## src/verilog/sleep_pkg.sv

```systemverilog
package sleep_pkg;

  // ****************************************************************
  // Register map, byte addresses on the bus.
  // ****************************************************************
  localparam logic [7:0] sleep_control_addr = 8'h00;
  localparam logic [7:0] mcu_control_addr = 8'h04;
  localparam logic [7:0] status_addr = 8'h08;

  // ****************************************************************
  // Field positions.
  // ****************************************************************
  localparam int sleep_arm_bit = 0;
  localparam int sleep_select_lsb = 1;
  localparam int sleep_off_enable_bit = 5;
  localparam int brownout_sleep_off_bit = 6;
  localparam logic [7:0] sleep_control_reset = 8'h00;
  localparam logic [7:0] mcu_control_reset = 8'h00;

  // ****************************************************************
  // Mode codes.
  // ****************************************************************
  localparam logic [2:0] mode_idle = 3'h0;
  localparam logic [2:0] mode_noise = 3'h1;
  localparam logic [2:0] mode_power_down = 3'h2;
  localparam logic [2:0] mode_power_save = 3'h3;
  localparam logic [2:0] mode_standby = 3'h6;
  localparam logic [2:0] mode_ext_standby = 3'h7;

  // ****************************************************************
  // Timing.
  // ****************************************************************
  localparam int clk_mhz = 25;
  localparam int halt_cycles = 4;
  localparam int standby_wake_cycles = 6;
  localparam int seq_window_cycles = 4;
  localparam int brownout_wake_us = 60;
  localparam int brownout_wake_cycles = brownout_wake_us * clk_mhz;

  // Controller states.
  typedef enum logic [2:0] {
    st_run,
    st_sleep,
    st_startup,
    st_halt
  } state_t;

endpackage
```

## src/verilog/sleep_mode_controller.sv

```systemverilog
// The register offsets and the APB register port were decided locally.
`timescale 1ns/1ps
`default_nettype none
module sleep_mode_controller (
  input wire logic clk,
  input wire logic reset_n,
  input wire logic psel,
  input wire logic penable,
  input wire logic pwrite,
  input wire logic [7:0] paddr,
  input wire logic [31:0] pwdata,
  output logic [31:0] prdata,
  output logic pready,
  output logic pslverr,
  input wire logic power_halt_op,
  input wire logic any_reset,
  input wire logic [3:0] clock_select_fuse,
  input wire logic crystal_selected,
  input wire logic global_irq_enable,
  input wire logic [1:0] timer2_irq_mask,
  input wire logic [1:0] timer2_events,
  input wire logic timer2_enabled,
  input wire logic timer2_async,
  input wire logic timer2_sync,
  input wire logic [1:0] ext_irq_pins,
  input wire logic [1:0] ext_irq_level_mode,
  input wire logic pin_change_irq,
  input wire logic two_wire_match,
  input wire logic watchdog_irq,
  input wire logic conversion_done,
  input wire logic store_ready_irq,
  input wire logic serial_start_frame,
  input wire logic other_io_irq,
  input wire logic converter_enabled,
  output logic core_clock_en,
  output logic flash_clock_en,
  output logic io_clock_en,
  output logic converter_clock_en,
  output logic async_clock_en,
  output logic main_osc_en,
  output logic timer_osc_en,
  output logic brownout_detector_en,
  output logic start_conversion,
  output logic core_halt,
  output logic irq_dispatch,
  output logic reset_vector_start
);

  // ****************************************************************
  // Registers and state.
  // ****************************************************************
  logic [2:0] sleep_select;
  logic sleep_arm;
  logic brownout_sleep_off;
  logic [2:0] seq_count;
  logic [2:0] mode;
  logic bod_was_off;
  logic woke_by_reset;
  logic [15:0] wait_count;
  sleep_pkg::state_t state;
  logic wr;
  logic wake;
  logic enter;

  // Start-up delay from the clock fuse; sixteen cycles per fuse step plus sixteen, computed in logic.
  function automatic logic [15:0] startup_cycles(input logic [3:0] sel);
    return {8'h00, sel, 4'h0} + 16'h0010;
  endfunction

  // Deep modes are those where the detector may be turned off.
  function automatic logic deep_mode(input logic [2:0] m);
    return (m == sleep_pkg::mode_power_down) || (m == sleep_pkg::mode_power_save) ||
           (m == sleep_pkg::mode_standby) || (m == sleep_pkg::mode_ext_standby);
  endfunction

  // ****************************************************************
  // APB slave: zero wait states, unmapped reads give zero and error.
  // ****************************************************************
  assign pready = 1'b1;
  assign wr = psel && penable && pwrite;

  always_comb begin
    pslverr = psel && penable && (paddr != sleep_pkg::sleep_control_addr) &&
              (paddr != sleep_pkg::mcu_control_addr) && (paddr != sleep_pkg::status_addr);
  end

  // Read data is registered in the setup cycle so it stands in the access phase.
  always_ff @(posedge clk) begin
    if (!reset_n) begin
      prdata <= 32'h00000000;
    end else if (psel && !penable && !pwrite) begin
      unique case (paddr)
        sleep_pkg::sleep_control_addr: prdata <= {28'h0000000, sleep_select, sleep_arm};
        sleep_pkg::mcu_control_addr: prdata <= {25'h0000000, brownout_sleep_off,
                                                (seq_count != 3'h0), 5'h00};
        sleep_pkg::status_addr: prdata <= {27'h0000000, bod_was_off, mode, 1'b0} |
                                          {31'h00000000, state != sleep_pkg::st_run};
        default: prdata <= 32'h00000000;
      endcase
    end
  end

  // Sleep control register; only the CPU writes it, hardware never clears it.
  always_ff @(posedge clk) begin
    if (!reset_n) begin
      sleep_arm <= sleep_pkg::sleep_control_reset[sleep_pkg::sleep_arm_bit];
      sleep_select <= sleep_pkg::sleep_control_reset[sleep_pkg::sleep_select_lsb +: 3];
    end else if (wr && paddr == sleep_pkg::sleep_control_addr) begin
      sleep_arm <= pwdata[sleep_pkg::sleep_arm_bit];
      sleep_select <= pwdata[sleep_pkg::sleep_select_lsb +: 3];
    end
  end

  // Timed sequence: enable bit opens a four-cycle window for the sleep-off bit.
  // Rewriting the enable inside the window does not extend it.
  always_ff @(posedge clk) begin
    if (!reset_n) begin
      seq_count <= 3'h0;
      brownout_sleep_off <= sleep_pkg::mcu_control_reset[sleep_pkg::brownout_sleep_off_bit];
    end else if (wr && paddr == sleep_pkg::mcu_control_addr &&
                 pwdata[sleep_pkg::sleep_off_enable_bit] && seq_count == 3'h0) begin
      seq_count <= 3'(sleep_pkg::seq_window_cycles);
    end else if (wr && paddr == sleep_pkg::mcu_control_addr && seq_count != 3'h0) begin
      brownout_sleep_off <= pwdata[sleep_pkg::brownout_sleep_off_bit];
      seq_count <= 3'h0;
    end else if (seq_count != 3'h0) begin
      seq_count <= seq_count - 3'h1;
    end
  end

  // ****************************************************************
  // Wake source selection per mode.
  // ****************************************************************
  always_comb begin
    logic lvl;
    logic t2;
    lvl = |(ext_irq_pins & ext_irq_level_mode);
    t2 = timer2_enabled && global_irq_enable && |(timer2_events & timer2_irq_mask);
    unique case (mode)
      sleep_pkg::mode_idle: wake = |ext_irq_pins || pin_change_irq || two_wire_match ||
                                   watchdog_irq || conversion_done || store_ready_irq ||
                                   serial_start_frame || other_io_irq || t2;
      sleep_pkg::mode_noise: wake = conversion_done || watchdog_irq || two_wire_match ||
                                    (t2 && timer2_async) || store_ready_irq || lvl ||
                                    pin_change_irq || serial_start_frame;
      sleep_pkg::mode_power_save,
      sleep_pkg::mode_ext_standby: wake = watchdog_irq || two_wire_match || lvl ||
                                          pin_change_irq || serial_start_frame || t2;
      default: wake = watchdog_irq || two_wire_match || lvl || pin_change_irq ||
                      serial_start_frame;
    endcase
  end

  // Entry needs the armed bit and the halt instruction together.
  assign enter = sleep_arm && power_halt_op;

  // ****************************************************************
  // Sequencer.
  // ****************************************************************
  // Reset while not running wins over every wake step and starts at the reset vector; memory is never touched.
  always_ff @(posedge clk) begin
    if (!reset_n) begin
      state <= sleep_pkg::st_run;
      mode <= sleep_pkg::mode_idle;
      bod_was_off <= 1'b0;
      woke_by_reset <= 1'b0;
      wait_count <= 16'h0000;
    end else if (any_reset && state != sleep_pkg::st_run) begin
      state <= sleep_pkg::st_run;
      woke_by_reset <= 1'b1;
      bod_was_off <= 1'b0;
    end else begin
      woke_by_reset <= 1'b0;
      unique case (state)
        sleep_pkg::st_run: begin
          if (enter) begin
            state <= sleep_pkg::st_sleep;
            mode <= sleep_select;
            bod_was_off <= brownout_sleep_off && deep_mode(sleep_select);
          end
        end
        sleep_pkg::st_sleep: begin
          if (wake) begin
            state <= sleep_pkg::st_startup;
            if (bod_was_off) begin
              wait_count <= 16'(sleep_pkg::brownout_wake_cycles);
            end else if (mode == sleep_pkg::mode_standby ||
                         mode == sleep_pkg::mode_ext_standby) begin
              wait_count <= 16'(sleep_pkg::standby_wake_cycles);
            end else if (mode == sleep_pkg::mode_idle || mode == sleep_pkg::mode_noise) begin
              wait_count <= 16'h0001;
            end else begin
              wait_count <= startup_cycles(clock_select_fuse);
            end
          end
        end
        sleep_pkg::st_startup: begin
          if (wait_count <= 16'h0001) begin
            state <= sleep_pkg::st_halt;
            wait_count <= 16'(sleep_pkg::halt_cycles);
          end else begin
            wait_count <= wait_count - 16'h0001;
          end
        end
        sleep_pkg::st_halt: begin
          if (wait_count <= 16'h0001) begin
            state <= sleep_pkg::st_run;
            bod_was_off <= 1'b0;
          end else begin
            wait_count <= wait_count - 16'h0001;
          end
        end
      endcase
    end
  end

  // ****************************************************************
  // Clock gating and outputs, registered so they are glitch free.
  // ****************************************************************
  always_ff @(posedge clk) begin
    if (!reset_n) begin
      core_clock_en <= 1'b1;
      flash_clock_en <= 1'b1;
      io_clock_en <= 1'b1;
      converter_clock_en <= 1'b1;
      async_clock_en <= 1'b1;
      main_osc_en <= 1'b1;
      timer_osc_en <= 1'b1;
      brownout_detector_en <= 1'b1;
    end else if (state == sleep_pkg::st_sleep) begin
      core_clock_en <= 1'b0;
      flash_clock_en <= 1'b0;
      io_clock_en <= (mode == sleep_pkg::mode_idle);
      converter_clock_en <= (mode == sleep_pkg::mode_idle) || (mode == sleep_pkg::mode_noise);
      async_clock_en <= (mode == sleep_pkg::mode_idle) || (mode == sleep_pkg::mode_noise) ||
                        (((mode == sleep_pkg::mode_power_save) ||
                          (mode == sleep_pkg::mode_ext_standby)) && timer2_async);
      main_osc_en <= (mode == sleep_pkg::mode_idle) || (mode == sleep_pkg::mode_noise) ||
                     (mode == sleep_pkg::mode_standby) || (mode == sleep_pkg::mode_ext_standby) ||
                     (mode == sleep_pkg::mode_power_save && timer2_sync);
      // The timer oscillator runs only for an asynchronous timer 2, and only in modes
      // that keep it; Power-down stops it with every other source, and Standby stops it but keeps the main oscillator.
      timer_osc_en <= timer2_async && ((mode == sleep_pkg::mode_idle) ||
                      (mode == sleep_pkg::mode_noise) || (mode == sleep_pkg::mode_power_save) ||
                      (mode == sleep_pkg::mode_ext_standby));
      brownout_detector_en <= !bod_was_off;
    end else begin
      core_clock_en <= 1'b1;
      flash_clock_en <= 1'b1;
      io_clock_en <= 1'b1;
      converter_clock_en <= 1'b1;
      async_clock_en <= 1'b1;
      main_osc_en <= 1'b1;
      timer_osc_en <= 1'b1;
      brownout_detector_en <= 1'b1;
    end
  end

  // Conversion start on entry, halt indication and dispatch pulses.
  // No path writes register file or SRAM here; memory is simply left alone.
  always_ff @(posedge clk) begin
    if (!reset_n) begin
      start_conversion <= 1'b0;
      core_halt <= 1'b0;
      irq_dispatch <= 1'b0;
      reset_vector_start <= 1'b0;
    end else begin
      start_conversion <= (state == sleep_pkg::st_run) && enter && converter_enabled &&
                          ((sleep_select == sleep_pkg::mode_idle) ||
                           (sleep_select == sleep_pkg::mode_noise));
      core_halt <= enter || (state != sleep_pkg::st_run && !(any_reset));
      irq_dispatch <= (state == sleep_pkg::st_halt) && (wait_count <= 16'h0001) && !any_reset;
      reset_vector_start <= (any_reset && state != sleep_pkg::st_run);
    end
  end

endmodule
`default_nettype wire

```

## config.mk

```make
export PLATFORM = sky130hd
export DESIGN_NAME = sleep_mode_controller
export DESIGN_NICKNAME = d
export VERILOG_FILES = /design/src/verilog/sleep_pkg.sv /design/src/verilog/sleep_mode_controller.sv
export SDC_FILE = /design/constraint.sdc
export NUM_CORES = 1
export LEC_CHECK = 0
export ABC_AREA = 1
export BUFFER_PORTS_ARGS = -buffer_cell sky130_fd_sc_hd__buf_2
export CORE_MARGIN = 2
export CORE_UTILIZATION = 30
export DETAILED_ROUTE_END_ITERATION = 12
export PLACE_DENSITY = 0.53
export SYNTH_ARGS = -nofsm -noshare
export SYNTH_HDL_FRONTEND = slang
export SYNTH_SLANG_ARGS = --single-unit
```

## constraint.sdc

```tcl
create_clock -name clk -period 1.9 [get_ports clk]
set_input_delay 0.285 -clock clk [delete_from_list [all_inputs] [get_ports clk]]
set_output_delay 0.285 -clock clk [all_outputs]
set_load 0.1 [all_outputs]
```

==> metrics.cfg, run 1 <==
[run_status]
status=finished, final reports clean

[sta]
fmax_mhz=584
slew_viol_final=0
worst_pin_slew_ns=0.555
relSlewSlack_pct=62.9
setup_tns_ns=0
setup_viol=0
skew_ns=0.00386
finalCriticalPeriod_ns=1.71
period_share_pct=90.1
rsz0062_at_grt=no
final-hold-violation-count=0

[placement]
io_buffer_count=64
dp_hpwl_mm=5.77
gp_congestion=0.777

[floorplanning]
rows=36
initial_core_util_pct=30.8
die_x_um=104
fp.dieH_um=104
core-area_mm2=0.00977
ios=118
design.die.area_mm2=0.0109

[critical_path]
critPathSlowestCell=dfxtp_1
reg2reg_depth=9
crit_chain=inv_1 -> ha_2 -> o21ai_1 -> nor2_2 -> nand2_2 -> a21oi_4 -> nand3_2 -> nand2_1 -> nor2_1
cpPeakStageDelay_ns=0.32
r2r-start=wait_count[1]
r2r-end=wait_count[14]
criticalPathCategory=reg -> reg
regToRegSetupSlack_ns=0.19
worstSetupEndpointType=register
critPathLaunchType=register
cp.required_ns=2.10
crit_arrival_ns=1.91
cp_max_fo=5

[clocking]
clk_latency_ns=0.30
postCtsHoldBufs=0
cts_tree=yes
cts_buffers=5
clk_pin_slew_ns=0.09
post_cts_buffers=0
ctsHtreeMaxLevel=2
clockRootBuffer=clkbuf_8
clock_path_buffers=2
cts-resized-gates=0
cts_sinks=48

[global_route]
antenna_found_initial=0
grt_pass1_vias=2572
grt_pass1_wl_mm=11.9
grt_max_degree=22
grt_use_total_pct=13.3
gr-total-overflow=0

[drt]
drtAntennaViolNets=0
first_pass_iters=4
viasPerCell=4.40
num_vias=2857
drc=0
post_drt_wl_per_cell_um=11.3
wirelength_mm=7.36
drtIter0Drc=125

[synth]
avgSynthCellArea_um2=6.74
ys_ff_latch=48
synthCells=447
syn_area_mm2=0.00301
yosysWarningCount=0
ys_seq_area_share_pct=31.9
synthDistinctLibCells=38

[power_and_ir_drop]
power.density_mw_per_mm2=1280
ir_drop_mv=0.444
p_leak_nw=1.76

[layout]
final-seq-area_um2=962
antenna_cells=0
drive_gt1_share_pct=22.2
fin_util_pct=36.6
final_common_cell=nand2_1
layout.nets=597
multi_input_area_mm2=0.00175
fillCellCount=1101
layout.cells.most_common_list=nand2_1, nor2_1, buf_2, dfxtp_1, inv_1
area_growth_pct=18.7

[job]
maxCapViolCount=0

[min_path]
hold_class=in -> reg
holdPathEnd=irq_dispatch
worstHoldStart=any_reset
hold_depth=2

[layer usage]
layer  track usage (%)  part of all wire [%]  vias to the layer above
met4              3.47                   1.1                        0
met1              18.1                    50                     1258
met3              2.44                   5.1                        6
li1                  -                     -                     1514
met5                 0                     0                        -
met2              21.5                    44                       79
[synth_stat cells (all sizes together)]
master  instances  share of area [%]
a31oi           2               0.42
or2             2               0.50
buf            32                8.3
nand4          11                2.3
nand2         113                 15
nor4            3                1.6
ha              9                3.7
inv            47                6.0
dfxtp          48                 32
and3            1               0.21
nor3            7                1.5
a21oi          25                4.7
o22ai           3               0.62
xnor2           2               0.58
clkinv          1               0.12
clkbuf          2               0.25
nor2           76                 11
nand3          23                4.2
conb            2               0.25
o21ai          29                4.8
a211oi          1               0.25
xor2            8                2.3
[sequential cells by signal (all words and copies together), names as in the netlist, 2 cells and up]
signal        count
wait_count       16
prdata            7
mode              3
seq_count         3
sleep_select      3
state             2
[critical path: cells and delay by family, from the launching register on]
| kind | cells | cell delay (ns) |
|---|---|---|
| AND/OR/NAND/NOR | 5 | 0.59 |
| AO/OA/AOI/OAI | 2 | 0.35 |
| flip-flops | 1 | 0.32 |
| buffers and inverters | 1 | 0.12 |
| adder cells (fa/ha/maj) | 1 | 0.22 |
[worst max-delay path by stage]
stage,start,to,depth (start not counted)
finish,wait_count[1],wait_count[14],9
detailed placement,wait_count[0],wait_count[14],9
CTS,state[0],wait_count[7],10
floorplan,paddr[2],pslverr,4
global route,wait_count[1],wait_count[15],9
global placement,state[0],wait_count[7],10
[per-stage QoR]
step | cell area, um^2 | hold slack (ns) | instances | power, mW | setup slack [ns]
detailed placement | 3440 | 0.456 | 641 | 3.76 | 0.153
global route | 3580 | 0.181 | 650 | 4.98 | 0.00161
CTS | 3560 | 0.184 | 649 | 4.57 | 0.119
floorplan | 3140 | 0.363 | 471 | 3.35 | 0.00753
finish | 3580 | 0.188 | 650 | 4.58 | 0.188
global placement | 3440 | 0.454 | 641 | 3.73 | 0.157
[kinds of logic after synthesis]
group                      share of synthesized area [%]
AOI/OAI and AO/OA                                   10.8
xor gates and xnor gates                            2.91
adders and majority gates                           3.74
buffers and inverters                               14.7
DFF                                                 31.9
other                                              0.249
and+or+nand+nor                                     35.7
[power breakdown]
part / internal, mW / switching [mW]
logic: 0.757 / 1.73
clock network: 0.431 / 0.361
registers: 1.15 / 0.142
total: 2.34 / 2.24
[area by class of cell]
| class | count | share of cell area (%) |
|---|---|---|
| Clock inverter | 2 | 1.08 |
| Inverter | 48 | 5.18 |
| Sequential cell | 48 | 26.9 |
| Timing Repair Buffer | 71 | 10.8 |
| Multi-Input combinational cell | 342 | 49.0 |
| Tap cell | 133 | 4.65 |
| Clock buffer | 6 | 2.31 |
Power figures use the tool's default switching activity.
==> inputs of run 2 (changes only) <==
--- a/config.mk
+++ b/config.mk
@@ -10,7 +10,10 @@
 export CORE_MARGIN = 2
 export CORE_UTILIZATION = 30
 export DETAILED_ROUTE_END_ITERATION = 12
+export GPL_ROUTABILITY_DRIVEN = 0
+export GPL_TIMING_DRIVEN = 0
 export PLACE_DENSITY = 0.53
+export SETUP_SLACK_MARGIN = 0.5
 export SYNTH_ARGS = -nofsm -noshare
 export SYNTH_HDL_FRONTEND = slang
 export SYNTH_SLANG_ARGS = --single-unit
==> metrics.cfg, run 2 (synthesized netlist as in run 1, its figures left out) <==
[drt]
drtAntennaViolNets=0  ; unchanged
num_vias=3089  ; +8.1%
viasPerCell=4.46  ; +1.4%
first_pass_iters=4  ; unchanged
wirelength_mm=8.15  ; +11%
post_drt_wl_per_cell_um=11.8  ; +4.0%
drtIter0Drc=127  ; +1.6%
drc=0  ; unchanged

[critical_path]
criticalPathCategory=reg -> reg
cpMostUsedCell=inv_4
cp-startpoint=wait_count[0]
cpPeakStageDelay_ns=0.38  ; +0.06 ns
cp.required_ns=2.10  ; about the same
regToRegSetupSlack_ns=0.31  ; +0.12 ns
critPathLaunchType=register
r2r-end=wait_count[6]
crit_arrival_ns=1.79  ; -0.12 ns
crit_family=simple AND/OR/NAND/NOR gates
cp_max_fo=5  ; unchanged
worst-path-stages=12  ; +3
critPathSlowestCell=dfxtp_4
critPathBufInv=4  ; +3
worstSetupEndpointType=register
reg2reg_depth=12  ; +3
r2r-start=wait_count[0]
crit_path_end=wait_count[6]
crit_chain=inv_4 -> ha_4 -> o21ai_4 -> nor2_4 -> nand3_2 -> nand2_2 -> inv_4 -> nand2_4 -> inv_8 -> clkbuf_16 -> o21ai_2 -> nor2_1

[power_and_ir_drop]
p_sw_share_pct=47.9  ; -0.95 points
power.density_mw_per_mm2=1270  ; -0.48%
seqPwrFrac_pct=25.1  ; -3.2 points
p_leak_nw=2.04  ; +16%
cell_internal_pwr_mw=2.80  ; +19%
combPwrFrac_pct=61.1  ; +6.7 points
ir_drop_mv=0.483  ; +8.6%
clock_power_share_pct=13.7  ; -3.6 points
power_switching_mw=2.57  ; +15%

[sta]
setup_ws_ns=0.311  ; +0.123 ns
slew_viol_final=0  ; unchanged
worst_pin_slew_ns=0.680  ; +0.124 ns
setup_viol=0  ; unchanged
finalCriticalPeriod_ns=1.59  ; -0.123 ns
final-hold-violation-count=0  ; unchanged
setup_tns_ns=0  ; unchanged
relSlewSlack_pct=54.7  ; -8.2 points
fmax_mhz=629  ; +7.7%
skew_ns=0.00634  ; +0.00248 ns
period_share_pct=83.6  ; -6.5 points
rsz0062_at_grt=yes

[global_route]
grt_max_degree=15  ; -32%
gr-total-overflow=0  ; unchanged
grt_pass1_vias=2935  ; +14%
grt_pass1_wl_mm=13.7  ; +15%
grt_use_total_pct=15.2  ; +2.0 points
antenna_found_initial=0  ; unchanged

[layout]
layout.nets=640  ; +7.2%
reg.largest.list=wait_count: 16 flops, prdata: 7 flops
area_growth_pct=39.9
regMostFlops=wait_count
final_common_cell=nand2_1
antenna_cells=0  ; unchanged
largest_reg_flops=16  ; unchanged
fin_util_pct=43.1  ; +6.5 points
layout.cells.most_common_list=nand2_1, buf_2, nor2_1, buf_4, dfxtp_1
drive_gt1_share_pct=37.5  ; +15 points

[floorplanning]
initial_core_util_pct=30.8  ; unchanged
core-area_mm2=0.00977  ; unchanged
die_x_um=104  ; unchanged
fp.dieH_um=104  ; unchanged
design.die.area_mm2=0.0109  ; unchanged
ios=118  ; unchanged
rows=36  ; unchanged

[clocking]
cts_sinks=48  ; unchanged
clk_latency_ns=0.30  ; about the same
clock_path_buffers=2  ; unchanged
cts_buffers=5  ; unchanged
clk_pin_slew_ns=0.09  ; about the same
cts_tree=yes
ctsHtreeMaxLevel=2  ; unchanged
clockRootBuffer=clkbuf_8

[placement]
dp_hpwl_mm=6.14  ; +6.5%
io_buffer_count=64  ; unchanged
post-place-ws_ns=0.156  ; +0.00302 ns

[min_path]
hold_class=in -> reg

[run_status]
status=finished, final reports clean

[job]
maxCapViolCount=0  ; unchanged

run 2: cell count changes in the layout (fill, tap and decap cells not counted), moves of 7 or more:
cell | previous run | this run
a21oi_1 | 23 | 16
buf_4 | 7 | 41
dfxtp_1 | 47 | 37
dfxtp_2 | 1 | 8
inv_1 | 44 | 36
nand2_1 | 106 | 96
nor2_4 | 4 | 11
run 2: power by group through the flow:
stage	Sequential, mW	Clock [mW]	Combinational, mW
after floorplan	1.42	0	2.00
after global placement	1.34	0	2.55
after detailed placement	1.34	0	2.57
after CTS	1.33	0.761	2.92
after global routing	1.37	0.795	3.67
final	1.35	0.737	3.28
run 2: area by class of cell:
class	count	area [um^2]
buffer	34	268
clock buffer	6	72.6
clock inverter	2	35.0
fill	1040	5560
inverter	48	198
multi-input combinational	341	1990
sequential	48	982
tap	133	166
timing repair buffer	81	499
run 2: worst min path at each step:
stage | end | slack (ns) | cells after the start | start
after floorplan | irq_dispatch | 0.36 | 1 | any_reset
after global placement | brownout_detector_en | 0.45 | 1 | bod_was_off
after detailed placement | brownout_detector_en | 0.45 | 1 | bod_was_off
after CTS | irq_dispatch | 0.20 | 2 | any_reset
after global routing | irq_dispatch | 0.22 | 2 | any_reset
final | irq_dispatch | 0.21 | 2 | any_reset
run 2: metrics by stage:
| stage | cell area, um^2 | hold WS (ns) | std cells | total power, mW |
|---|---|---|---|---|
| finish | 4220 | 0.213 | 693 | 5.37 |
| global route | 4220 | 0.217 | 693 | 5.84 |
| CTS | 4020 | 0.196 | 688 | 5.01 |
| detailed placement | 3690 | 0.452 | 668 | 3.91 |
| global placement | 3690 | 0.449 | 668 | 3.89 |
| floorplan | 3210 | 0.363 | 471 | 3.42 |
run 2: layer usage:
metal | share of wire (%) | vias to the layer above | GRT usage (%) | routed length [um]
li1 | - | 1604 | - | -
met5 | 0 | - | 0 | 0
met4 | 1.2 | 0 | 5.31 | 101
met1 | 46 | 1396 | 19.9 | 3770
met2 | 48 | 82 | 25.4 | 3900
met3 | 4.7 | 7 | 2.57 | 383
run 2: what timing repair did:
action	4_1_cts	5_1_grt
hold buffers	0	0
resized for setup	29	50
cloned	0	1
endpoints found under the setup margin	21	35
pin swaps	13	26
setup buffers	12	4
